<file path="config.mk">
export PLATFORM = sky130hd
export DESIGN_NAME = host_watchdog_modbus_cmd
export DESIGN_NICKNAME = d
export VERILOG_FILES = /design/src/logic/wdt_cmd_pkg.sv /design/src/logic/host_watchdog_modbus_cmd.sv
export VERILOG_INCLUDE_DIRS = /design/src /design/src/logic
export SDC_FILE = /design/constraint.sdc
export NUM_CORES = 1
export LEC_CHECK = 0
export BUFFER_PORTS_ARGS = -buffer_cell sky130_fd_sc_hd__buf_2
export CAP_MARGIN = 0
export CORE_MARGIN = 2
export CORE_UTILIZATION = 30
export CTS_BUF_LIST = sky130_fd_sc_hd__clkbuf_8
export DETAILED_ROUTE_END_ITERATION = 8
export HOLD_SLACK_MARGIN = 0.03
export RECOVER_POWER = 50
export SYNTH_ARGS = -nofsm -noshare
export SYNTH_HDL_FRONTEND = slang
export SYNTH_SLANG_ARGS = --single-unit
</file>
<file path="constraint.sdc">
create_clock -name pclk -period 4.8 [get_ports pclk]
set_input_delay 0 -clock pclk [delete_from_list [all_inputs] [get_ports pclk]]
set_output_delay 0 -clock pclk [all_outputs]
set_load 0.02 [all_outputs]
</file>
<file path="src/logic/wdt_cmd_cfg.svh">
// constants of the watchdog and field-bus command front end
// assumes nothing; included by the top module and the bench
`ifndef WDT_CMD_CFG_SVH
`define WDT_CMD_CFG_SVH
`define CFG_OFS 8'h00
`define WDT_OFS 8'h04
`define CHAN_OFS 8'h08
`define ADDR_RST 8'h01
`define CFG_ADDR_LSB 0
`define CFG_MODE_BIT 8
`define CFG_PAR_LSB 9
`define CFG_BAUD_LSB 12
`define CHAN_FAULT_LSB 8
`define WDT_VAL_LSB 8
`define EN_BIT 7
`define TO_BIT 2
`define TICK_MS 100
`define CLK_KHZ 25000
`define TICK_CYC (`TICK_MS * `CLK_KHZ)
`define CH_TILDE 8'h7E
`define CH_STAR 8'h2A
`define CH_OK 8'h21
`define CH_BAD 8'h3F
`define CH_CR 8'h0D
`define CH_0 8'h30
`define CH_1 8'h31
`define CH_2 8'h32
`define CH_3 8'h33
`define FC_STAT 8'h02
`define FC_CHAN 8'h04
`define FC_SET 8'h46
`define FC_EXC 8'h80
`define EX_FUNC 8'h01
`define EX_START 8'h02
`define EX_RANGE 8'h03
`define CH_BASE 8'h80
`define CH_LAST 8'h85
`define CH_END 8'h86
`define CH_MAX 8'h06
`define STAT_REQ_LEN 4'h8
`define CRC_INIT 16'hFFFF
`define CRC_POLY 16'hA001
`endif

</file>
<file path="src/logic/wdt_cmd_pkg.sv">
// types of the watchdog and field-bus command front end
// assumes the cfg header for constants
package wdt_cmd_pkg;
	typedef enum logic [2:0] {
		ST_RX = 3'b001,
		ST_EXEC = 3'b010,
		ST_TX = 3'b100
	} state_t;
	typedef logic [7:0] byte_t;
endpackage
</file>
<file path="src/logic/host_watchdog_modbus_cmd.sv">
// command front end: ascii host watchdog commands and rtu frame dispatch
// assumes an outside framer gives bytes, end-of-frame and error pulses
//
// Contract
// - status byte bit 7 shows watchdog enabled.
// - status byte bit 2 shows a timeout occurred; sent as two hex digits.
// - status kept nonvolatile; timeout flag cleared only by clear command.
// - no reply on bad syntax, communication error or foreign address.
// - accepted reply starts '!', rejected '?', then own address in hex.
// - command '1' clears timeout flag and acknowledges with address.
// - command '2' replies enable digit then two hex timeout digits.
// - timeout value is 8-bit count of 100 ms steps.
// - command '3' stores enable digit and timeout value.
// - a timeout disables the watchdog until set again.
// - host-alive broadcast accepted without any reply.
// - rtu characters are 8 data bits, rate selectable.
// - parity selectable only on newer variant, else none, one stop.
// - function codes 02, 04 and 46 are accepted.
// - unsupported function replies address, code OR 80, exception 01.
// - crc mismatch discards frame with no reply.
// - input status request: start 80..85, count 1..6, sum at most 86.
// - input status reply: byte count 1, bit per enabled faulty channel.
// - faulty input status request: code 82, exception 02 or 03.
`timescale 1ns/10ps
`default_nettype none
`include "wdt_cmd_cfg.svh"
module host_watchdog_modbus_cmd #(
	parameter int TICK_CYCLES = `TICK_CYC,
	parameter bit PARITY_SELECTABLE = 1'b1
) (
	// clock and reset
	input wire logic pclk,
	input wire logic presetn,
	// apb slave
	input wire logic psel,
	input wire logic penable,
	input wire logic pwrite,
	input wire logic [7:0] paddr,
	input wire logic [31:0] pwdata,
	output logic [31:0] prdata,
	output logic pready,
	output logic pslverr,
	// received bytes from the framer
	input wire logic rx_valid,
	input wire logic [7:0] rx_data,
	input wire logic rx_end,
	input wire logic rx_err,
	// reply bytes to the framer
	output logic tx_valid,
	output logic [7:0] tx_data,
	input wire logic tx_ready,
	// line settings for the framer
	output logic protocol_rtu,
	output logic [1:0] parity_sel,
	output logic [3:0] baud_sel,
	// channel fault inputs
	input wire logic [5:0] chan_fault,
	// nonvolatile copy of the watchdog state
	input wire logic nv_init_valid,
	input wire logic [9:0] nv_init_data,
	output logic nv_wr,
	output logic [9:0] nv_wr_data,
	// functions handled elsewhere
	output logic other_func_req,
	output logic [7:0] other_func_code
);
	wdt_cmd_pkg::state_t state_ff;
	wdt_cmd_pkg::byte_t rx_buf_ff [0:7];
	wdt_cmd_pkg::byte_t tx_buf_ff [0:7];
	wdt_cmd_pkg::byte_t rep [0:7];
	logic [3:0] rx_cnt_ff, tx_len_ff, tx_idx_ff, rep_len;
	logic rx_bad_ff, rep_go, init_done_ff;
	logic [15:0] crc_ff, rep_crc;
	logic [7:0] addr_ff, wdt_val_ff, tenth_ff, stat_byte, tx_data_ff, mb_data, mb_mask;
	logic rtu_ff, wdt_en_ff, wdt_to_ff, nv_wr_ff, other_req_ff;
	logic [1:0] parity_ff;
	logic [3:0] baud_ff;
	logic [5:0] chan_en_ff, fault_bits;
	logic [21:0] tick_ff;
	logic [31:0] prdata_ff;
	logic [9:0] nv_data_ff;
	logic [7:0] other_code_ff;
	logic do_clear, do_set, set_en, host_ok, to_evt, tick_wrap, other_req;
	logic [7:0] set_val;
	logic nxt_wdt_en, nxt_wdt_to;
	logic [7:0] nxt_wdt_val;
	logic [4:0] h1, h2, h5, h6;
	logic [15:0] mb_n;
	logic [7:0] mb_sum;
	logic ap_wr, ap_setup, mapped, a_match;

	// nibble to upper-case ascii digit
	function automatic logic [7:0] hex_char(input logic [3:0] n);
		hex_char = (n < 4'hA) ? (8'h30 + {4'h0, n}) : (8'h37 + {4'h0, n});
	endfunction

	// ascii digit to {valid, nibble}
	function automatic logic [4:0] hex_val(input logic [7:0] c);
		hex_val = 5'h00;
		if (c >= 8'h30 && c <= 8'h39) begin
			hex_val = {1'b1, c[3:0]};
		end else if ((c >= 8'h41 && c <= 8'h46) || (c >= 8'h61 && c <= 8'h66)) begin
			hex_val = {1'b1, 4'(c[3:0] + 4'h9)};
		end
	endfunction

	// reflected crc-16 step over one byte
	function automatic logic [15:0] crc_byte(input logic [15:0] c, input logic [7:0] d);
		logic [15:0] r;
		r = c ^ {8'h00, d};
		for (int i = 0; i < 8; i++) begin
			r = r[0] ? ((r >> 1) ^ `CRC_POLY) : (r >> 1);
		end
		crc_byte = r;
	endfunction

	// apb: zero wait, read data latched in the setup cycle
	assign pready = 1'b1;
	assign ap_setup = psel && !penable;
	assign ap_wr = psel && penable && pwrite;
	assign mapped = (paddr == `CFG_OFS) || (paddr == `WDT_OFS) || (paddr == `CHAN_OFS);
	assign pslverr = psel && penable && !mapped;
	assign prdata = prdata_ff;
	assign stat_byte = {wdt_en_ff, 4'h0, wdt_to_ff, 2'b00};
	assign fault_bits = chan_fault & chan_en_ff;

	// register read capture
	always_ff @(posedge pclk or negedge presetn) begin
		if (!presetn) begin
			prdata_ff <= 32'h0000_0000;
		end else if (ap_setup) begin
			prdata_ff <= 32'h0000_0000;
			unique case (paddr)
				`CFG_OFS: prdata_ff <= {16'h0000, baud_ff, 1'b0, parity_ff, rtu_ff, addr_ff};
				`WDT_OFS: prdata_ff <= {16'h0000, wdt_val_ff, stat_byte};
				`CHAN_OFS: prdata_ff <= {18'h00000, fault_bits, 2'b00, chan_en_ff};
				default: prdata_ff <= 32'h0000_0000;
			endcase
		end
	end

	// software configuration
	always_ff @(posedge pclk or negedge presetn) begin
		if (!presetn) begin
			addr_ff <= `ADDR_RST;
			rtu_ff <= 1'b0;
			parity_ff <= 2'b00;
			baud_ff <= 4'h0;
			chan_en_ff <= 6'h00;
		end else if (ap_wr && paddr == `CFG_OFS) begin
			addr_ff <= pwdata[`CFG_ADDR_LSB +: 8];
			rtu_ff <= pwdata[`CFG_MODE_BIT];
			// fixed framing keeps parity none
			parity_ff <= PARITY_SELECTABLE ? pwdata[`CFG_PAR_LSB +: 2] : 2'b00;
			baud_ff <= pwdata[`CFG_BAUD_LSB +: 4];
		end else if (ap_wr && paddr == `CHAN_OFS) begin
			chan_en_ff <= pwdata[5:0];
		end
	end
	assign protocol_rtu = rtu_ff;
	assign parity_sel = parity_ff;
	assign baud_sel = baud_ff;

	// frame collection; bytes in exec or tx are dropped (half duplex)
	always_ff @(posedge pclk or negedge presetn) begin
		if (!presetn) begin
			rx_cnt_ff <= 4'h0;
			rx_bad_ff <= 1'b0;
			crc_ff <= `CRC_INIT;
			for (int i = 0; i < 8; i++) begin
				rx_buf_ff[i] <= 8'h00;
			end
		end else if (state_ff == wdt_cmd_pkg::ST_EXEC) begin
			rx_cnt_ff <= 4'h0;
			rx_bad_ff <= 1'b0;
			crc_ff <= `CRC_INIT;
		end else if (state_ff == wdt_cmd_pkg::ST_RX) begin
			if (rx_err) begin
				rx_bad_ff <= 1'b1;
			end
			if (rx_valid) begin
				crc_ff <= crc_byte(crc_ff, rx_data);
				if (rx_cnt_ff < 4'h8) begin
					rx_buf_ff[rx_cnt_ff[2:0]] <= rx_data;
				end
				// count saturates at 9 meaning too long
				if (rx_cnt_ff < 4'h9) begin
					rx_cnt_ff <= rx_cnt_ff + 4'h1;
				end
			end
		end
	end

	assign h1 = hex_val(rx_buf_ff[1]);
	assign h2 = hex_val(rx_buf_ff[2]);
	assign h5 = hex_val(rx_buf_ff[5]);
	assign h6 = hex_val(rx_buf_ff[6]);
	assign a_match = h1[4] && h2[4] && ({h1[3:0], h2[3:0]} == addr_ff);
	assign mb_n = {rx_buf_ff[4], rx_buf_ff[5]};
	assign mb_sum = 8'(rx_buf_ff[3] + rx_buf_ff[5]);
	assign mb_mask = 8'((9'h001 << rx_buf_ff[5][2:0]) - 9'h001);
	assign mb_data = 8'({2'b00, fault_bits} >> rx_buf_ff[3][2:0]) & mb_mask;

	// command decode and reply build
	always_comb begin
		rep_go = 1'b0;
		rep_len = 4'h0;
		do_clear = 1'b0;
		do_set = 1'b0;
		set_en = 1'b0;
		set_val = 8'h00;
		host_ok = 1'b0;
		other_req = 1'b0;
		rep_crc = `CRC_INIT;
		for (int i = 0; i < 8; i++) begin
			rep[i] = 8'h00;
		end
		// rtu replies echo the function code after the address byte
		rep[1] = rtu_ff ? rx_buf_ff[1] : hex_char(addr_ff[7:4]);
		rep[2] = hex_char(addr_ff[3:0]);
		if (state_ff == wdt_cmd_pkg::ST_EXEC && !rx_bad_ff && rx_cnt_ff < 4'h9) begin
			if (!rtu_ff) begin
				rep[0] = `CH_OK;
				rep[3] = `CH_CR;
				rep_len = 4'h4;
				if (rx_cnt_ff == 4'h3 && rx_buf_ff[0] == `CH_TILDE
						&& rx_buf_ff[1] == `CH_STAR && rx_buf_ff[2] == `CH_STAR) begin
					host_ok = 1'b1;
				end else if (rx_buf_ff[0] == `CH_TILDE && a_match) begin
					if (rx_cnt_ff == 4'h4 && rx_buf_ff[3] == `CH_0) begin
						rep_go = 1'b1;
						rep[3] = hex_char(stat_byte[7:4]);
						rep[4] = hex_char(stat_byte[3:0]);
						rep[5] = `CH_CR;
						rep_len = 4'h6;
					end else if (rx_cnt_ff == 4'h4 && rx_buf_ff[3] == `CH_1) begin
						rep_go = 1'b1;
						do_clear = 1'b1;
					end else if (rx_cnt_ff == 4'h4 && rx_buf_ff[3] == `CH_2) begin
						rep_go = 1'b1;
						rep[3] = wdt_en_ff ? `CH_1 : `CH_0;
						rep[4] = hex_char(wdt_val_ff[7:4]);
						rep[5] = hex_char(wdt_val_ff[3:0]);
						rep[6] = `CH_CR;
						rep_len = 4'h7;
					end else if (rx_cnt_ff == 4'h7 && rx_buf_ff[3] == `CH_3) begin
						rep_go = 1'b1;
						// a bad enable digit or value is refused with '?'
						if ((rx_buf_ff[4] == `CH_0 || rx_buf_ff[4] == `CH_1) && h5[4] && h6[4]) begin
							do_set = 1'b1;
							set_en = rx_buf_ff[4][0];
							set_val = {h5[3:0], h6[3:0]};
						end else begin
							rep[0] = `CH_BAD;
						end
					end
				end
			end else if (crc_ff == 16'h0000 && rx_cnt_ff >= 4'h4 && rx_buf_ff[0] == addr_ff) begin
				rep_go = 1'b1;
				rep[0] = addr_ff;
				rep_len = 4'h5;
				if (rx_buf_ff[1] == `FC_STAT) begin
					rep_len = 4'h6;
					rep[2] = 8'h01;
					rep[3] = mb_data;
					if (rx_cnt_ff != `STAT_REQ_LEN) begin
						rep_len = 4'h5;
						rep[1] = `FC_STAT | `FC_EXC;
						rep[2] = `EX_RANGE;
					end else if (rx_buf_ff[2] != 8'h00 || rx_buf_ff[3] < `CH_BASE
							|| rx_buf_ff[3] > `CH_LAST) begin
						rep_len = 4'h5;
						rep[1] = `FC_STAT | `FC_EXC;
						rep[2] = `EX_START;
					end else if (mb_n == 16'h0000 || mb_n > {8'h00, `CH_MAX}
							|| mb_sum > `CH_END) begin
						rep_len = 4'h5;
						rep[1] = `FC_STAT | `FC_EXC;
						rep[2] = `EX_RANGE;
					end
				end else if (rx_buf_ff[1] == `FC_CHAN || rx_buf_ff[1] == `FC_SET) begin
					rep_go = 1'b0;
					other_req = 1'b1;
				end else begin
					rep[1] = rx_buf_ff[1] | `FC_EXC;
					rep[2] = `EX_FUNC;
				end
				for (int i = 0; i < 4; i++) begin
					if (4'(i) < 4'(rep_len - 4'h2)) begin
						rep_crc = crc_byte(rep_crc, rep[i]);
					end
				end
				if (rep_len == 4'h5) begin
					rep[3] = rep_crc[7:0];
					rep[4] = rep_crc[15:8];
				end else begin
					rep[4] = rep_crc[7:0];
					rep[5] = rep_crc[15:8];
				end
			end
		end
	end

	// sequencing and reply shifting
	always_ff @(posedge pclk or negedge presetn) begin
		if (!presetn) begin
			state_ff <= wdt_cmd_pkg::ST_RX;
			tx_len_ff <= 4'h0;
			tx_idx_ff <= 4'h0;
			tx_data_ff <= 8'h00;
			for (int i = 0; i < 8; i++) begin
				tx_buf_ff[i] <= 8'h00;
			end
		end else begin
			unique case (state_ff)
				wdt_cmd_pkg::ST_RX: begin
					if (rx_end) begin
						state_ff <= wdt_cmd_pkg::ST_EXEC;
					end
				end
				wdt_cmd_pkg::ST_EXEC: begin
					if (rep_go) begin
						state_ff <= wdt_cmd_pkg::ST_TX;
						tx_buf_ff <= rep;
						tx_len_ff <= rep_len;
						tx_idx_ff <= 4'h0;
						tx_data_ff <= rep[0];
					end else begin
						state_ff <= wdt_cmd_pkg::ST_RX;
					end
				end
				wdt_cmd_pkg::ST_TX: begin
					if (tx_ready) begin
						if (tx_idx_ff == 4'(tx_len_ff - 4'h1)) begin
							state_ff <= wdt_cmd_pkg::ST_RX;
						end else begin
							tx_idx_ff <= tx_idx_ff + 4'h1;
							tx_data_ff <= tx_buf_ff[3'(tx_idx_ff + 4'h1)];
						end
					end
				end
			endcase
		end
	end
	assign tx_valid = (state_ff == wdt_cmd_pkg::ST_TX);
	assign tx_data = tx_data_ff;

	// 100 ms tick and tenths count; restarts on alive, set, or while off
	assign tick_wrap = (tick_ff == 22'(TICK_CYCLES - 1));
	always_ff @(posedge pclk or negedge presetn) begin
		if (!presetn) begin
			tick_ff <= 22'h000000;
			tenth_ff <= 8'h00;
		end else if (host_ok || do_set || !wdt_en_ff) begin
			tick_ff <= 22'h000000;
			tenth_ff <= 8'h00;
		end else if (tick_wrap) begin
			tick_ff <= 22'h000000;
			tenth_ff <= 8'(tenth_ff + 8'h01);
		end else begin
			tick_ff <= tick_ff + 22'h000001;
		end
	end
	// a value of 00 never expires
	assign to_evt = wdt_en_ff && !host_ok && !do_set && tick_wrap
		&& wdt_val_ff != 8'h00 && 8'(tenth_ff + 8'h01) == wdt_val_ff;

	// watchdog state; timeout beats a clear in the same cycle
	always_comb begin
		nxt_wdt_en = do_set ? set_en : wdt_en_ff;
		nxt_wdt_val = do_set ? set_val : wdt_val_ff;
		nxt_wdt_to = wdt_to_ff;
		if (do_clear) begin
			nxt_wdt_to = 1'b0;
		end
		if (to_evt) begin
			nxt_wdt_to = 1'b1;
			nxt_wdt_en = 1'b0;
		end
	end

	// state store, loaded once from the nonvolatile copy after reset
	always_ff @(posedge pclk or negedge presetn) begin
		if (!presetn) begin
			init_done_ff <= 1'b0;
			wdt_en_ff <= 1'b0;
			wdt_to_ff <= 1'b0;
			wdt_val_ff <= 8'h00;
			nv_wr_ff <= 1'b0;
			nv_data_ff <= 10'h000;
		end else if (!init_done_ff) begin
			init_done_ff <= 1'b1;
			if (nv_init_valid) begin
				{wdt_en_ff, wdt_to_ff, wdt_val_ff} <= nv_init_data;
				nv_data_ff <= nv_init_data;
			end
		end else begin
			wdt_en_ff <= nxt_wdt_en;
			wdt_to_ff <= nxt_wdt_to;
			wdt_val_ff <= nxt_wdt_val;
			// write back only on change to spare the storage
			nv_wr_ff <= {nxt_wdt_en, nxt_wdt_to, nxt_wdt_val} != {wdt_en_ff, wdt_to_ff, wdt_val_ff};
			nv_data_ff <= {nxt_wdt_en, nxt_wdt_to, nxt_wdt_val};
		end
	end
	assign nv_wr = nv_wr_ff;
	assign nv_wr_data = nv_data_ff;

	// hand-off of functions served elsewhere
	always_ff @(posedge pclk or negedge presetn) begin
		if (!presetn) begin
			other_req_ff <= 1'b0;
			other_code_ff <= 8'h00;
		end else begin
			other_req_ff <= other_req;
			if (other_req) begin
				other_code_ff <= rx_buf_ff[1];
			end
		end
	end
	assign other_func_req = other_req_ff;
	assign other_func_code = other_code_ff;

	// checks
	a_timeout_disables: assert property (@(posedge pclk) disable iff (!presetn)
		to_evt |=> wdt_to_ff && !wdt_en_ff && nv_wr) else $error("timeout did not disable");
	a_flag_sticky: assert property (@(posedge pclk) disable iff (!presetn)
		init_done_ff && wdt_to_ff && !do_clear |=> wdt_to_ff) else $error("flag lost");
	a_crc_silent: assert property (@(posedge pclk) disable iff (!presetn)
		state_ff == wdt_cmd_pkg::ST_EXEC && rtu_ff && crc_ff != 16'h0000
		|=> state_ff == wdt_cmd_pkg::ST_RX) else $error("reply to bad crc");
	a_foreign_silent: assert property (@(posedge pclk) disable iff (!presetn)
		state_ff == wdt_cmd_pkg::ST_EXEC && !rtu_ff && !a_match
		|=> !tx_valid [*2]) else $error("reply to foreign address");
	a_reply_mark: assert property (@(posedge pclk) disable iff (!presetn)
		$rose(tx_valid) && !rtu_ff |-> (tx_data == `CH_OK || tx_data == `CH_BAD)
		&& tx_buf_ff[1] == hex_char(addr_ff[7:4])) else $error("bad reply head");
	a_status_digits: assert property (@(posedge pclk) disable iff (!presetn)
		state_ff == wdt_cmd_pkg::ST_EXEC && rep_go && !rtu_ff && rx_buf_ff[3] == `CH_0
		|=> tx_buf_ff[3] == hex_char({$past(wdt_en_ff), 3'b000})
		&& tx_buf_ff[4] == hex_char({1'b0, $past(wdt_to_ff), 2'b00})) else $error("status");
	a_func_except: assert property (@(posedge pclk) disable iff (!presetn)
		rep_go && rtu_ff && rx_buf_ff[1] != `FC_STAT
		|=> tx_buf_ff[1] == ($past(rx_buf_ff[1]) | `FC_EXC) && tx_buf_ff[2] == `EX_FUNC
		&& tx_len_ff == 4'h5) else $error("bad exception");
	a_start_range: assert property (@(posedge pclk) disable iff (!presetn)
		rep_go && rtu_ff && rx_buf_ff[1] == `FC_STAT && rx_cnt_ff == `STAT_REQ_LEN
		&& rx_buf_ff[3] > `CH_LAST |=> tx_buf_ff[2] == `EX_START) else $error("start");
	a_alive_quiet: assert property (@(posedge pclk) disable iff (!presetn)
		host_ok |=> state_ff == wdt_cmd_pkg::ST_RX && tick_ff == 22'h000000) else $error("alive");
endmodule
`default_nettype wire

</file>
==> results.sh, run 1 <==
export IMPL_ys_seq_area_share_pct=40.1
export IMPL_grt_pass1_wl_um=69000
export IMPL_peakVddDrop_mv=0.165
export IMPL_crit_required_ns=5.28
export IMPL_worst_slack_ns=0.411
export IMPL_min_period_over_period_pct=91.4
export IMPL_synth_area_per_cell_um2=9.47
export IMPL_synth_area_leader_cell="dfrtp_1"
export IMPL_synth_async_reset_ratio_pct=100
export IMPL_yosysWarningCount=0
export IMPL_ios=144
export IMPL_power_mw=7.06
export IMPL_setup_violations=0
export IMPL_cp_arrival_ns=4.87
export IMPL_cts_tree="yes"
export IMPL_rows=80
export IMPL_cts_resized=0
export IMPL_synthDistinctLibCells=86
export IMPL_cts_buffer_depth=3
export IMPL_die_w_um=224
export IMPL_dr_first_iter_drc_count=985
export IMPL_drv_slew=234
export IMPL_max_cap_violations=2
export IMPL_max_freq_ghz=0.228
export IMPL_worstMarginPinSlew_ns=2.89
export IMPL_ant_nets=0
export IMPL_combPwrFrac_pct=34.4
export IMPL_leakagePower_nw=7.43
export IMPL_cp_max_fo=9
export IMPL_firstDrtPassIters=5
export IMPL_synth_ff_type="dfrtp_1"
export IMPL_crit_slowest_cell="xnor3_2"
export IMPL_clock_sinks=231
export IMPL_outcome="finished with violations"
export IMPL_pwr_share_seq_pct=35.9
export IMPL_cts_root_buf="clkbuf_8"
export IMPL_fin_skew_ns=0.0418
export IMPL_place_ws_ns=0.449
export IMPL_port_buffers=109
export IMPL_p_sw_mw=2.57
export IMPL_hold_violations=0
export IMPL_synth_edf_count=0
export IMPL_period_needed_ns=4.39
export IMPL_hold_class="input pin to flop"
export IMPL_synth_area_top_cells="dfrtp_1, xnor2_1, mux2_2"
export IMPL_vias=12158
export IMPL_grt_overflow_total=0
export IMPL_yosys_area_top_type_share_pct=36.8
export IMPL_final_setup_tns_ns=0
export IMPL_clockPowerShare_pct=29.6
export IMPL_syn_area_um2=14500
export IMPL_initial_core_util_pct=30.4
export IMPL_synth_seq_cells=231
export IMPL_htreeDepth=2
export IMPL_relSlewSlack_pct=-92.5
export IMPL_track_usage_pct=17.6
export IMPL_rsz0062_at_grt="no"
export IMPL_cts_buffers=43
export IMPL_powerDensity_nw_per_um2=411
export IMPL_cp_end_kind="flop"
export IMPL_failed_checks="max-capacitance violations, max-slew violations"
export IMPL_drt_vias_per_instance=5.18
export IMPL_wirelength_um=44000
export IMPL_drive_gt1_share_pct=17.7
export IMPL_dpl_hpwl_um=32600
export IMPL_worstSkewPairLatency_ns=0.61
export IMPL_die_area_um2=50000
export IMPL_drc=0
export IMPL_max_stage_delay_ns=0.55
export IMPL_intPower_mw=4.49
export IMPL_wl_per_cell_um=18.8
export IMPL_path_cells="ha_1 -> a211oi_1 -> o21ai_0 -> mux2i_1 -> nor2_1 -> o21ai_2 -> nand2_1 -> a2bb2oi_1 -> xnor3_2 -> xnor3_2 -> a21oi_1 -> nor3_2 -> o22a_1"
export IMPL_p_sw_share_pct=36.4
export IMPL_syn_to_final_growth_pct=18.8
export IMPL_critPathLaunchType="flop"
export IMPL_grt_pass1_vias=12005
export IMPL_fp_dieH_um=224
export IMPL_diodes=0
export IMPL_critPathKind="flop to flop"
export IMPL_fin_nets=1816
export IMPL_core_area_um2=47600
export IMPL_grt_start_max_net_pins=123
export IMPL_netlist_instances=1529
export IMPL_path_clk_slew_ns=0.07
export IMPL_antenna_found_initial=0
export IMPL_critPathMostFrequentCell="xnor3_2"
export IMPL_routabilityCongestion=0.930
[cells by family after synthesis]
| kind of cell | count (synthesis) | share of synthesized area [%] |
|---|---|---|
| other | 2 | 0.0519 |
| buffers and inverters | 142 | 4.18 |
| adder cells (fa/ha/maj) | 44 | 3.86 |
| AO/OA/AOI/OAI | 301 | 13.3 |
| flip-flops | 231 | 40.1 |
| multiplexers | 123 | 9.77 |
| AND/OR/NAND/NOR | 520 | 18.0 |
| XOR/XNOR | 166 | 10.7 |
[per-layer routing]
| metal | global-route usage [%] | vias up | wire, um |
|---|---|---|---|
| li1 | - | 5730 | - |
| met1 | 23.0 | 6047 | 19400 |
| met2 | 29.2 | 296 | 21000 |
| met3 | 2.99 | 85 | 2210 |
| met4 | 6.56 | 0 | 1360 |
| met5 | 0 | - | 0 |
[Yosys cell counts (23+ instances only)]
| cell type | count |
|---|---|
| a21oi_1 | 83 |
| clkbuf_1 | 73 |
| dfrtp_1 | 213 |
| ha_1 | 43 |
| inv_1 | 42 |
| mux2_2 | 76 |
| mux2i_1 | 40 |
| nand2_1 | 146 |
| nand3_1 | 39 |
| nor2_1 | 140 |
| nor3_1 | 23 |
| nor4_1 | 23 |
| o21ai_0 | 84 |
| xnor2_1 | 115 |
| xor2_1 | 44 |
[sequential cells by signal (all words and copies together) (netlist names), 6 cells and up]
name and count:
tick_ff 22, chan_en_ff 6, tx_data 8, tx_buf_ff 48
crc_ff 16, wdt_val_ff 7, other_func_code 8, addr_ff 8
rx_buf_ff 40, tenth_ff 8, mb_n 16, prdata 16
[worst paths after layout]
path / startpoint / end / slack (ns) / cells past startpoint
min reg2reg: tx_buf_ff[63] / tx_buf_ff[63] / 0.46 / 2
max in group asynchronous: presetn / rx_buf_ff[59] / 0.92 / 3
max reg2reg: mb_n[1] / tx_buf_ff[24] / 0.41 / 13
max: mb_n[1] / tx_buf_ff[24] / 0.41 / 13
min: rx_valid / crc_ff[0] / 0.13 / 3
min in group asynchronous: presetn / prdata[5] / 0.80 / 2
[power groups by stage]
stage	registers, mW	clock network, mW	logic, mW
floorplan	2.47	0	1.81
detailed placement	2.56	0	2.38
finish	2.54	2.09	2.43
global placement	2.55	0	2.35
CTS	2.53	2.16	2.43
global route	2.58	2.25	2.65
[through the flow]
step | util (%) | instance area [um2] | cells | hold slack [ns]
floorplan | - | 14500 | 1545 | -0.296
global placement | 32.9 | 15700 | 2206 | 0.115
detailed placement | 32.9 | 15700 | 2206 | 0.127
CTS | 36.2 | 17300 | 2346 | 0.0718
global route | 36.1 | 17200 | 2346 | 0.123
finish | 36.1 | 17200 | 2346 | 0.127
[worst max-delay path, delay by kind of cell, from the launching register on]
kind                     cells  cell delay [ns]
AO/OA/AOI/OAI                6             1.72
AND/OR/NAND/NOR              3             0.38
adder cells (fa/ha/maj)      1             0.30
XOR/XNOR                     2             0.99
multiplexers                 1             0.32
flip-flops                   1             0.54
[cells in the final DEF, fill, tap and decap left out, types with 39 or more instances in the layout]
cell	count
nand2_1	146
nor2_1	140
ha_1	43
a21oi_1	83
mux2_2	76
xor2_1	44
xnor2_1	115
clkbuf_8	51
nand3_1	39
o21ai_0	84
inv_1	50
buf_2	67
clkbuf_1	41
dlygate4sd3_1	62
mux2i_1	40
dfrtp_1	213
[final cells by class]
cell class | count | area, um2
Tap cell | 615 | 769
Clock buffer | 51 | 702
Sequential cell | 231 | 5800
Fill cell | 4820 | 30500
Timing Repair Buffer | 207 | 1390
Multi-Input combinational cell | 1172 | 8130
Clock inverter | 27 | 241
Inverter | 43 | 161
[repair_timing]
item / CTS / global route
buffers inserted: 0 / 0
endpoints found under the hold margin: 224 / 0
hold buffers: 62 / 0
endpoints found under the setup margin: 0 / 0
Note: power is estimated with default switching activity, not from simulation.
==> inputs of run 2 (changes only) <==
- ABC_AREA: default -> 1
==> run 2 against run 1 <==
The run still ends with max-capacitance violations, max-slew violations left; highest routed layer unchanged; synthesized cell count grew 34%; critical endpoint unchanged; critical path depth up 21; wire length is 16% higher.
==> results.sh, run 2 <==
export IMPL_outcome="finished with violations"
export IMPL_failed_checks="max-capacitance violations, max-slew violations"
export IMPL_fin_cells=2975
export IMPL_yosysWarningCount=0
export IMPL_critPathLaunchType="flop"
export IMPL_netlist_instances=2044
export IMPL_worst_slack_ns=0.332
export IMPL_cts_buffer_depth=3
export IMPL_setup_violations=0
export IMPL_synth_most_common_cell="nand2_1"
export IMPL_critPathMostFrequentCell="nand2_1"
export IMPL_relSlewSlack_pct=-116
export IMPL_drv_slew=174
export IMPL_drt_vias_per_instance=4.98
export IMPL_peakVddDrop_mv=0.233
export IMPL_power_mw=7.82
export IMPL_dr_first_iter_drc_count=1148
export IMPL_cts_buffers=44
export IMPL_fin_skew_ns=0.0171
export IMPL_htreeDepth=2
export IMPL_r2r_end="tx_buf_ff[24]"
export IMPL_cts_tree="yes"
export IMPL_period_needed_ns=4.47
export IMPL_fp_dieH_um=227
export IMPL_port_buffers=109
export IMPL_die_w_um=227
export IMPL_syn_to_final_growth_pct=20.9
export IMPL_syn_area_um2=15000
export IMPL_synth_area_leader_cell="dfrtp_1"
export IMPL_fin_nets=2396
export IMPL_leakagePower_nw=8.41
export IMPL_firstDrtPassIters=5
export IMPL_design_area_um2=18100
export IMPL_grt_pass1_wl_um=79200
export IMPL_diodes=0
export IMPL_cts_root_buf="clkbuf_8"
export IMPL_ios=144
export IMPL_wl_per_cell_um=17.1
export IMPL_worstMarginPinSlew_ns=3.25
export IMPL_synth_area_per_cell_um2=7.32
export IMPL_cp_arrival_ns=4.99
export IMPL_synth_area_top_cells="dfrtp_1, nand2_1, inv_1"
export IMPL_hold_class="input pin to flop"
export IMPL_powerDensity_nw_per_um2=433
export IMPL_die_area_um2=51700
export IMPL_crit_required_ns=5.32
export IMPL_final_common_cell="nand2_1"
export IMPL_critical_path_top_delay_family="simple AND/OR/NAND/NOR gates"
export IMPL_placed_area_um2=16400
export IMPL_dpl_hpwl_um=38800
export IMPL_dp_cells=2812
export IMPL_largestRegisters="tx_buf_ff (48), rx_buf_ff (40), tick_ff (22)"
export IMPL_grt_pass1_vias=14394
export IMPL_path_clk_slew_ns=0.06
export IMPL_ys_seq_area_share_pct=38.8
export IMPL_cp_depth=34
export IMPL_dr_wl_met2_um=23700
export IMPL_drc=0
export IMPL_synth_seq_cells=231
export IMPL_synth_edf_count=0
export IMPL_rrSetupSlack_ns=0.33
export IMPL_min_period_over_period_pct=93.1
export IMPL_synth_commonest_cells="nand2_1, inv_1, dfrtp_1"
export IMPL_top_layer_used="met4"
export IMPL_whs_path_depth=6
export IMPL_final_cell_mix="nand2_1, inv_1, dfrtp_1, nor2_1, o21ai_0"
export IMPL_critical_path_buf_inv_count=1
export IMPL_synthDistinctLibCells=66
export IMPL_critPathKind="flop to flop"
export IMPL_max_stage_delay_ns=0.45
export IMPL_grt_overflow_total=0
export IMPL_largest_reg_flops=48
export IMPL_max_freq_ghz=0.224
export IMPL_regMostFlops="tx_buf_ff"
export IMPL_grt_start_max_net_pins=113
export IMPL_clock_sinks=231
export IMPL_track_usage_pct=19.7
export IMPL_drive_gt1_share_pct=11.0
export IMPL_worstHoldStart="paddr[7]"
export IMPL_antenna_found_initial=0
export IMPL_synth_async_reset_ratio_pct=100
export IMPL_worstSkewPairLatency_ns=0.60
export IMPL_wirelength_um=51000
export IMPL_max_cap_violations=2
export IMPL_worstRegToRegCells=34
export IMPL_m1WireLength_um=22500
export IMPL_fin_util_pct=36.9
export IMPL_rows=81
export IMPL_wl_met3_um=2740
export IMPL_synth_ff_type="dfrtp_1"
export IMPL_cp_end_kind="flop"
export IMPL_worstReg2RegStart="mb_n[0]"
export IMPL_cp_max_fo=8
export IMPL_vias=14817
export IMPL_hold_violations=0
export IMPL_crit_slowest_cell="dfrtp_2"
export IMPL_routabilityCongestion=0.946
export IMPL_initial_core_util_pct=30.5
export IMPL_place_ws_ns=0.396
export IMPL_ant_nets=0
export IMPL_core_area_um2=49100
export IMPL_yosys_area_top_type_share_pct=35.6
export IMPL_min_to="prdata[15]"
-- run 2: cell types whose count changed in the layout (fill, tap and decap cells not counted), moves of 74 or more --
cell,delta
inv_1,+233
mux2_2,-75
nand2_1,+275
nand3_1,+74
o21ai_0,+104
xnor2_1,-90
-- run 2: worst register-to-register path: cells and delay by family (launching register included) --
| kind | cells | cell delay [ns] |
|---|---|---|
| AOI/OAI and AO/OA | 1 | 0.12 |
| xor gates and xnor gates | 1 | 0.15 |
| adders and majority gates | 2 | 0.59 |
| buffers and inverters | 1 | 0.16 |
| DFF | 1 | 0.45 |
| and+or+nand+nor | 29 | 2.91 |
-- run 2: kinds of logic after synthesis --
group | after synthesis | share of synthesized area [%]
AOI/OAI and AO/OA | 398 | 15.2
adders and majority gates | 44 | 3.73
other | 2 | 0.0502
buffers and inverters | 352 | 9.66
and+or+nand+nor | 936 | 27.7
xor gates and xnor gates | 77 | 4.56
muxes | 4 | 0.276
DFF | 231 | 38.8
-- run 2: repair_timing --
action,in CTS,in global routing
gates resized for setup,0,15
setup endpoints to repair,0,3
hold buffers,78,0
buffers inserted,0,6
hold endpoints to repair,290,0
-- run 2: cell type report --
type,count,area (um2)
tap,664,831
clock buffer,57,785
fill,5218,31000
timing repair buffer,240,1650
multi-input combinational,1477,7830
clock inverter,22,119
inverter,284,1070
sequential,231,5800
-- run 2: metrics by stage --
step                      setup TNS, ns  hold slack [ns]
after floorplan                       0           -0.296
after global placement                0          -0.0272
after detailed placement              0          -0.0252
after CTS                             0           0.0817
after global routing           -0.00480            0.159
final                                 0            0.138
-- run 2: layer usage --
layer	vias up	track usage [%]
met2	416	32.6
met5	-	0
met1	7055	25.5
li1	7236	-
met3	110	3.07
met4	0	8.88
-- run 2: how the worst max path moves through the flow --
stage                        startpoint            end  slack [ns]
after floorplan              addr_ff[0]  tx_buf_ff[24]        0.94
after global placement          mb_n[0]  tx_buf_ff[24]        0.41
after detailed placement        mb_n[0]  tx_buf_ff[24]        0.40
after CTS                 rx_buf_ff[48]  nv_wr_data[8]        0.16
after global routing            mb_n[0]  tx_buf_ff[24]      -0.005
final                           mb_n[0]  tx_buf_ff[24]        0.33
-- run 2: power breakdown --
part | switching [mW] | total, mW | internal, mW
combinational | 2.22 | 3.38 | 1.16
clock | 0.867 | 1.98 | 1.11
sequential | 0.267 | 2.47 | 2.20
total | 3.35 | 7.82 | 4.47
==> inputs of run 3 (changes only) <==
- REMOVE_ABC_BUFFERS: default -> 1
==> run 3 against run 2 <==
The run still ends with max-capacitance violations, max-slew violations left; critical path depth grew 1; worst hold slack is essentially flat; register-to-register slack is essentially flat; wire length shrank 0.23%; largest cell class unchanged; largest power group unchanged.
==> results.sh, run 3 (synthesis results as in run 2) <==
export IMPL_rrSetupSlack_ns=0.34
export IMPL_cts_buffer_depth=3
export IMPL_cp_end_kind="flop"
export IMPL_dp_cells=2809
export IMPL_routabilityCongestion=0.927
export IMPL_worstSkewPairLatency_ns=0.61
export IMPL_grt_start_max_net_pins=110
export IMPL_drive_gt1_share_pct=11.5
export IMPL_min_to="prdata[13]"
export IMPL_place_ws_ns=0.321
export IMPL_drc=0
export IMPL_period_needed_ns=4.46
export IMPL_r2r_end="tx_buf_ff[24]"
export IMPL_outcome="finished with violations"
export IMPL_dpl_hpwl_um=38800
export IMPL_peakVddDrop_mv=0.257
export IMPL_worstMarginPinSlew_ns=2.72
export IMPL_htreeDepth=2
export IMPL_core_area_um2=49100
export IMPL_worstReg2RegStart="mb_n[0]"
export IMPL_grt_overflow_total=0
export IMPL_crit_required_ns=5.27
export IMPL_track_usage_pct=19.5
export IMPL_critPathLaunchType="flop"
export IMPL_regMostFlops="tx_buf_ff"
export IMPL_max_cap_violations=3
export IMPL_cp_max_fo=8
export IMPL_p_sw_mw=3.42
export IMPL_final_common_cell="nand2_1"
export IMPL_intPower_mw=4.47
export IMPL_setup_violations=0
export IMPL_cts_tree="yes"
export IMPL_combPwrFrac_pct=43.6
export IMPL_port_buffers=109
export IMPL_min_period_over_period_pct=93.0
export IMPL_cp_arrival_ns=4.94
export IMPL_rows=81
export IMPL_ant_nets=0
export IMPL_crit_slowest_cell="dfrtp_2"
export IMPL_fp_dieH_um=227
export IMPL_grt_pass1_vias=14064
export IMPL_worst_slack_ns=0.337
export IMPL_largest_reg_flops=48
export IMPL_critPathMostFrequentCell="nand2_1"
export IMPL_final_setup_tns_ns=0
export IMPL_die_area_um2=51700
export IMPL_max_freq_ghz=0.224
export IMPL_critPathKind="flop to flop"
export IMPL_path_clk_slew_ns=0.06
export IMPL_vias=14882
export IMPL_clockPowerShare_pct=25.2
export IMPL_clock_sinks=231
export IMPL_wl_per_cell_um=17.1
export IMPL_initial_core_util_pct=30.5
export IMPL_max_stage_delay_ns=0.45
export IMPL_fin_cells=2983
export IMPL_syn_to_final_growth_pct=21.4
export IMPL_wirelength_um=50900
export IMPL_drv_slew=234
export IMPL_whs_path_depth=5
export IMPL_relSlewSlack_pct=-81.0
export IMPL_powerDensity_nw_per_um2=435
export IMPL_largestRegisters="tx_buf_ff (48), rx_buf_ff (40), tick_ff (22)"
export IMPL_pwr_share_seq_pct=31.2
export IMPL_failed_checks="max-capacitance violations, max-slew violations"
export IMPL_ios=144
export IMPL_antenna_found_initial=0
export IMPL_fin_skew_ns=0.0232
export IMPL_worstRegToRegCells=35
export IMPL_fin_nets=2400
export IMPL_placed_area_um2=16400
export IMPL_grt_pass1_wl_um=77800
export IMPL_dr_first_iter_drc_count=1171
export IMPL_cts_root_buf="clkbuf_8"
export IMPL_worstHoldStart="chan_fault[5]"
export IMPL_design_area_um2=18200
export IMPL_hold_class="input pin to flop"
export IMPL_firstDrtPassIters=6
export IMPL_cts_buffers=44
export IMPL_drt_vias_per_instance=4.99
export IMPL_hold_violations=0
export IMPL_final_cell_mix="nand2_1, inv_1, dfrtp_1, nor2_1, o21ai_0"
export IMPL_die_w_um=227
export IMPL_p_sw_share_pct=43.4
export IMPL_leakagePower_nw=8.45
export IMPL_whs_ns=0.138
run 3: worst max path at each step:
stage | from | endpoint | slack [ns] | cells after the start
6_report | mb_n[0] | tx_buf_ff[24] | 0.34 | 35
2_1_floorplan | rx_buf_ff[40] | tx_data[0] | 0.92 | 19
4_1_cts | rx_buf_ff[48] | nv_wr_data[8] | 0.28 | 21
3_5_place_dp | rx_buf_ff[32] | tx_buf_ff[24] | 0.32 | 37
5_1_grt | mb_n[0] | tx_buf_ff[24] | -0.0008 | 37
3_3_place_gp | rx_buf_ff[32] | tx_buf_ff[24] | 0.36 | 37
run 3: layout make-up:
cell class | instances | area [um2]
clock inverter | 27 | 151
tap | 664 | 831
sequential | 231 | 5810
antenna | 1 | 2.50
timing repair buffer | 244 | 1700
inverter | 284 | 1070
fill | 5206 | 30900
clock buffer | 55 | 757
multi-input combinational | 1477 | 7850
run 3: power by group through the flow:
| stage | logic, mW | clock network [mW] | registers (mW) |
|---|---|---|---|
| 2_1_floorplan | 2.19 | 0 | 2.47 |
| 4_1_cts | 3.17 | 2.05 | 2.46 |
| 3_5_place_dp | 3.06 | 0 | 2.49 |
| 3_3_place_gp | 3.01 | 0 | 2.48 |
| 5_1_grt | 3.79 | 2.14 | 2.49 |
| 6_report | 3.44 | 1.99 | 2.46 |
run 3: repair_timing:
item,CTS,global route
gates resized for setup,0,20
setup endpoints to repair,0,4
setup buffers,0,9
hold buffers,82,0
hold endpoints to repair,287,0
run 3: critical path, delay by kind of cell, from the launching register on:
family | cells | cell delay (ns)
flops | 1 | 0.45
simple gates | 30 | 2.96
fa+ha+maj | 2 | 0.59
xor+xnor | 1 | 0.15
compound gates | 1 | 0.05
buf+inv | 1 | 0.13
run 3: per-stage QoR:
stage | power (mW) | util (%)
floorplan | 4.66 | -
global placement | 5.49 | 33.4
detailed placement | 5.55 | 33.4
CTS | 7.68 | 36.9
global route | 8.42 | 37.0
finish | 7.89 | 37.0
run 3: metal layers:
| metal | global-route usage (%) | vias to the layer above | part of all wire [%] |
|---|---|---|---|
| met1 | 25.8 | 7059 | 44 |
| met5 | 0 | - | 0 |
| met3 | 2.81 | 115 | 5.4 |
| met2 | 31.3 | 449 | 46 |
| met4 | 9.32 | 0 | 4.6 |
| li1 | - | 7259 | - |
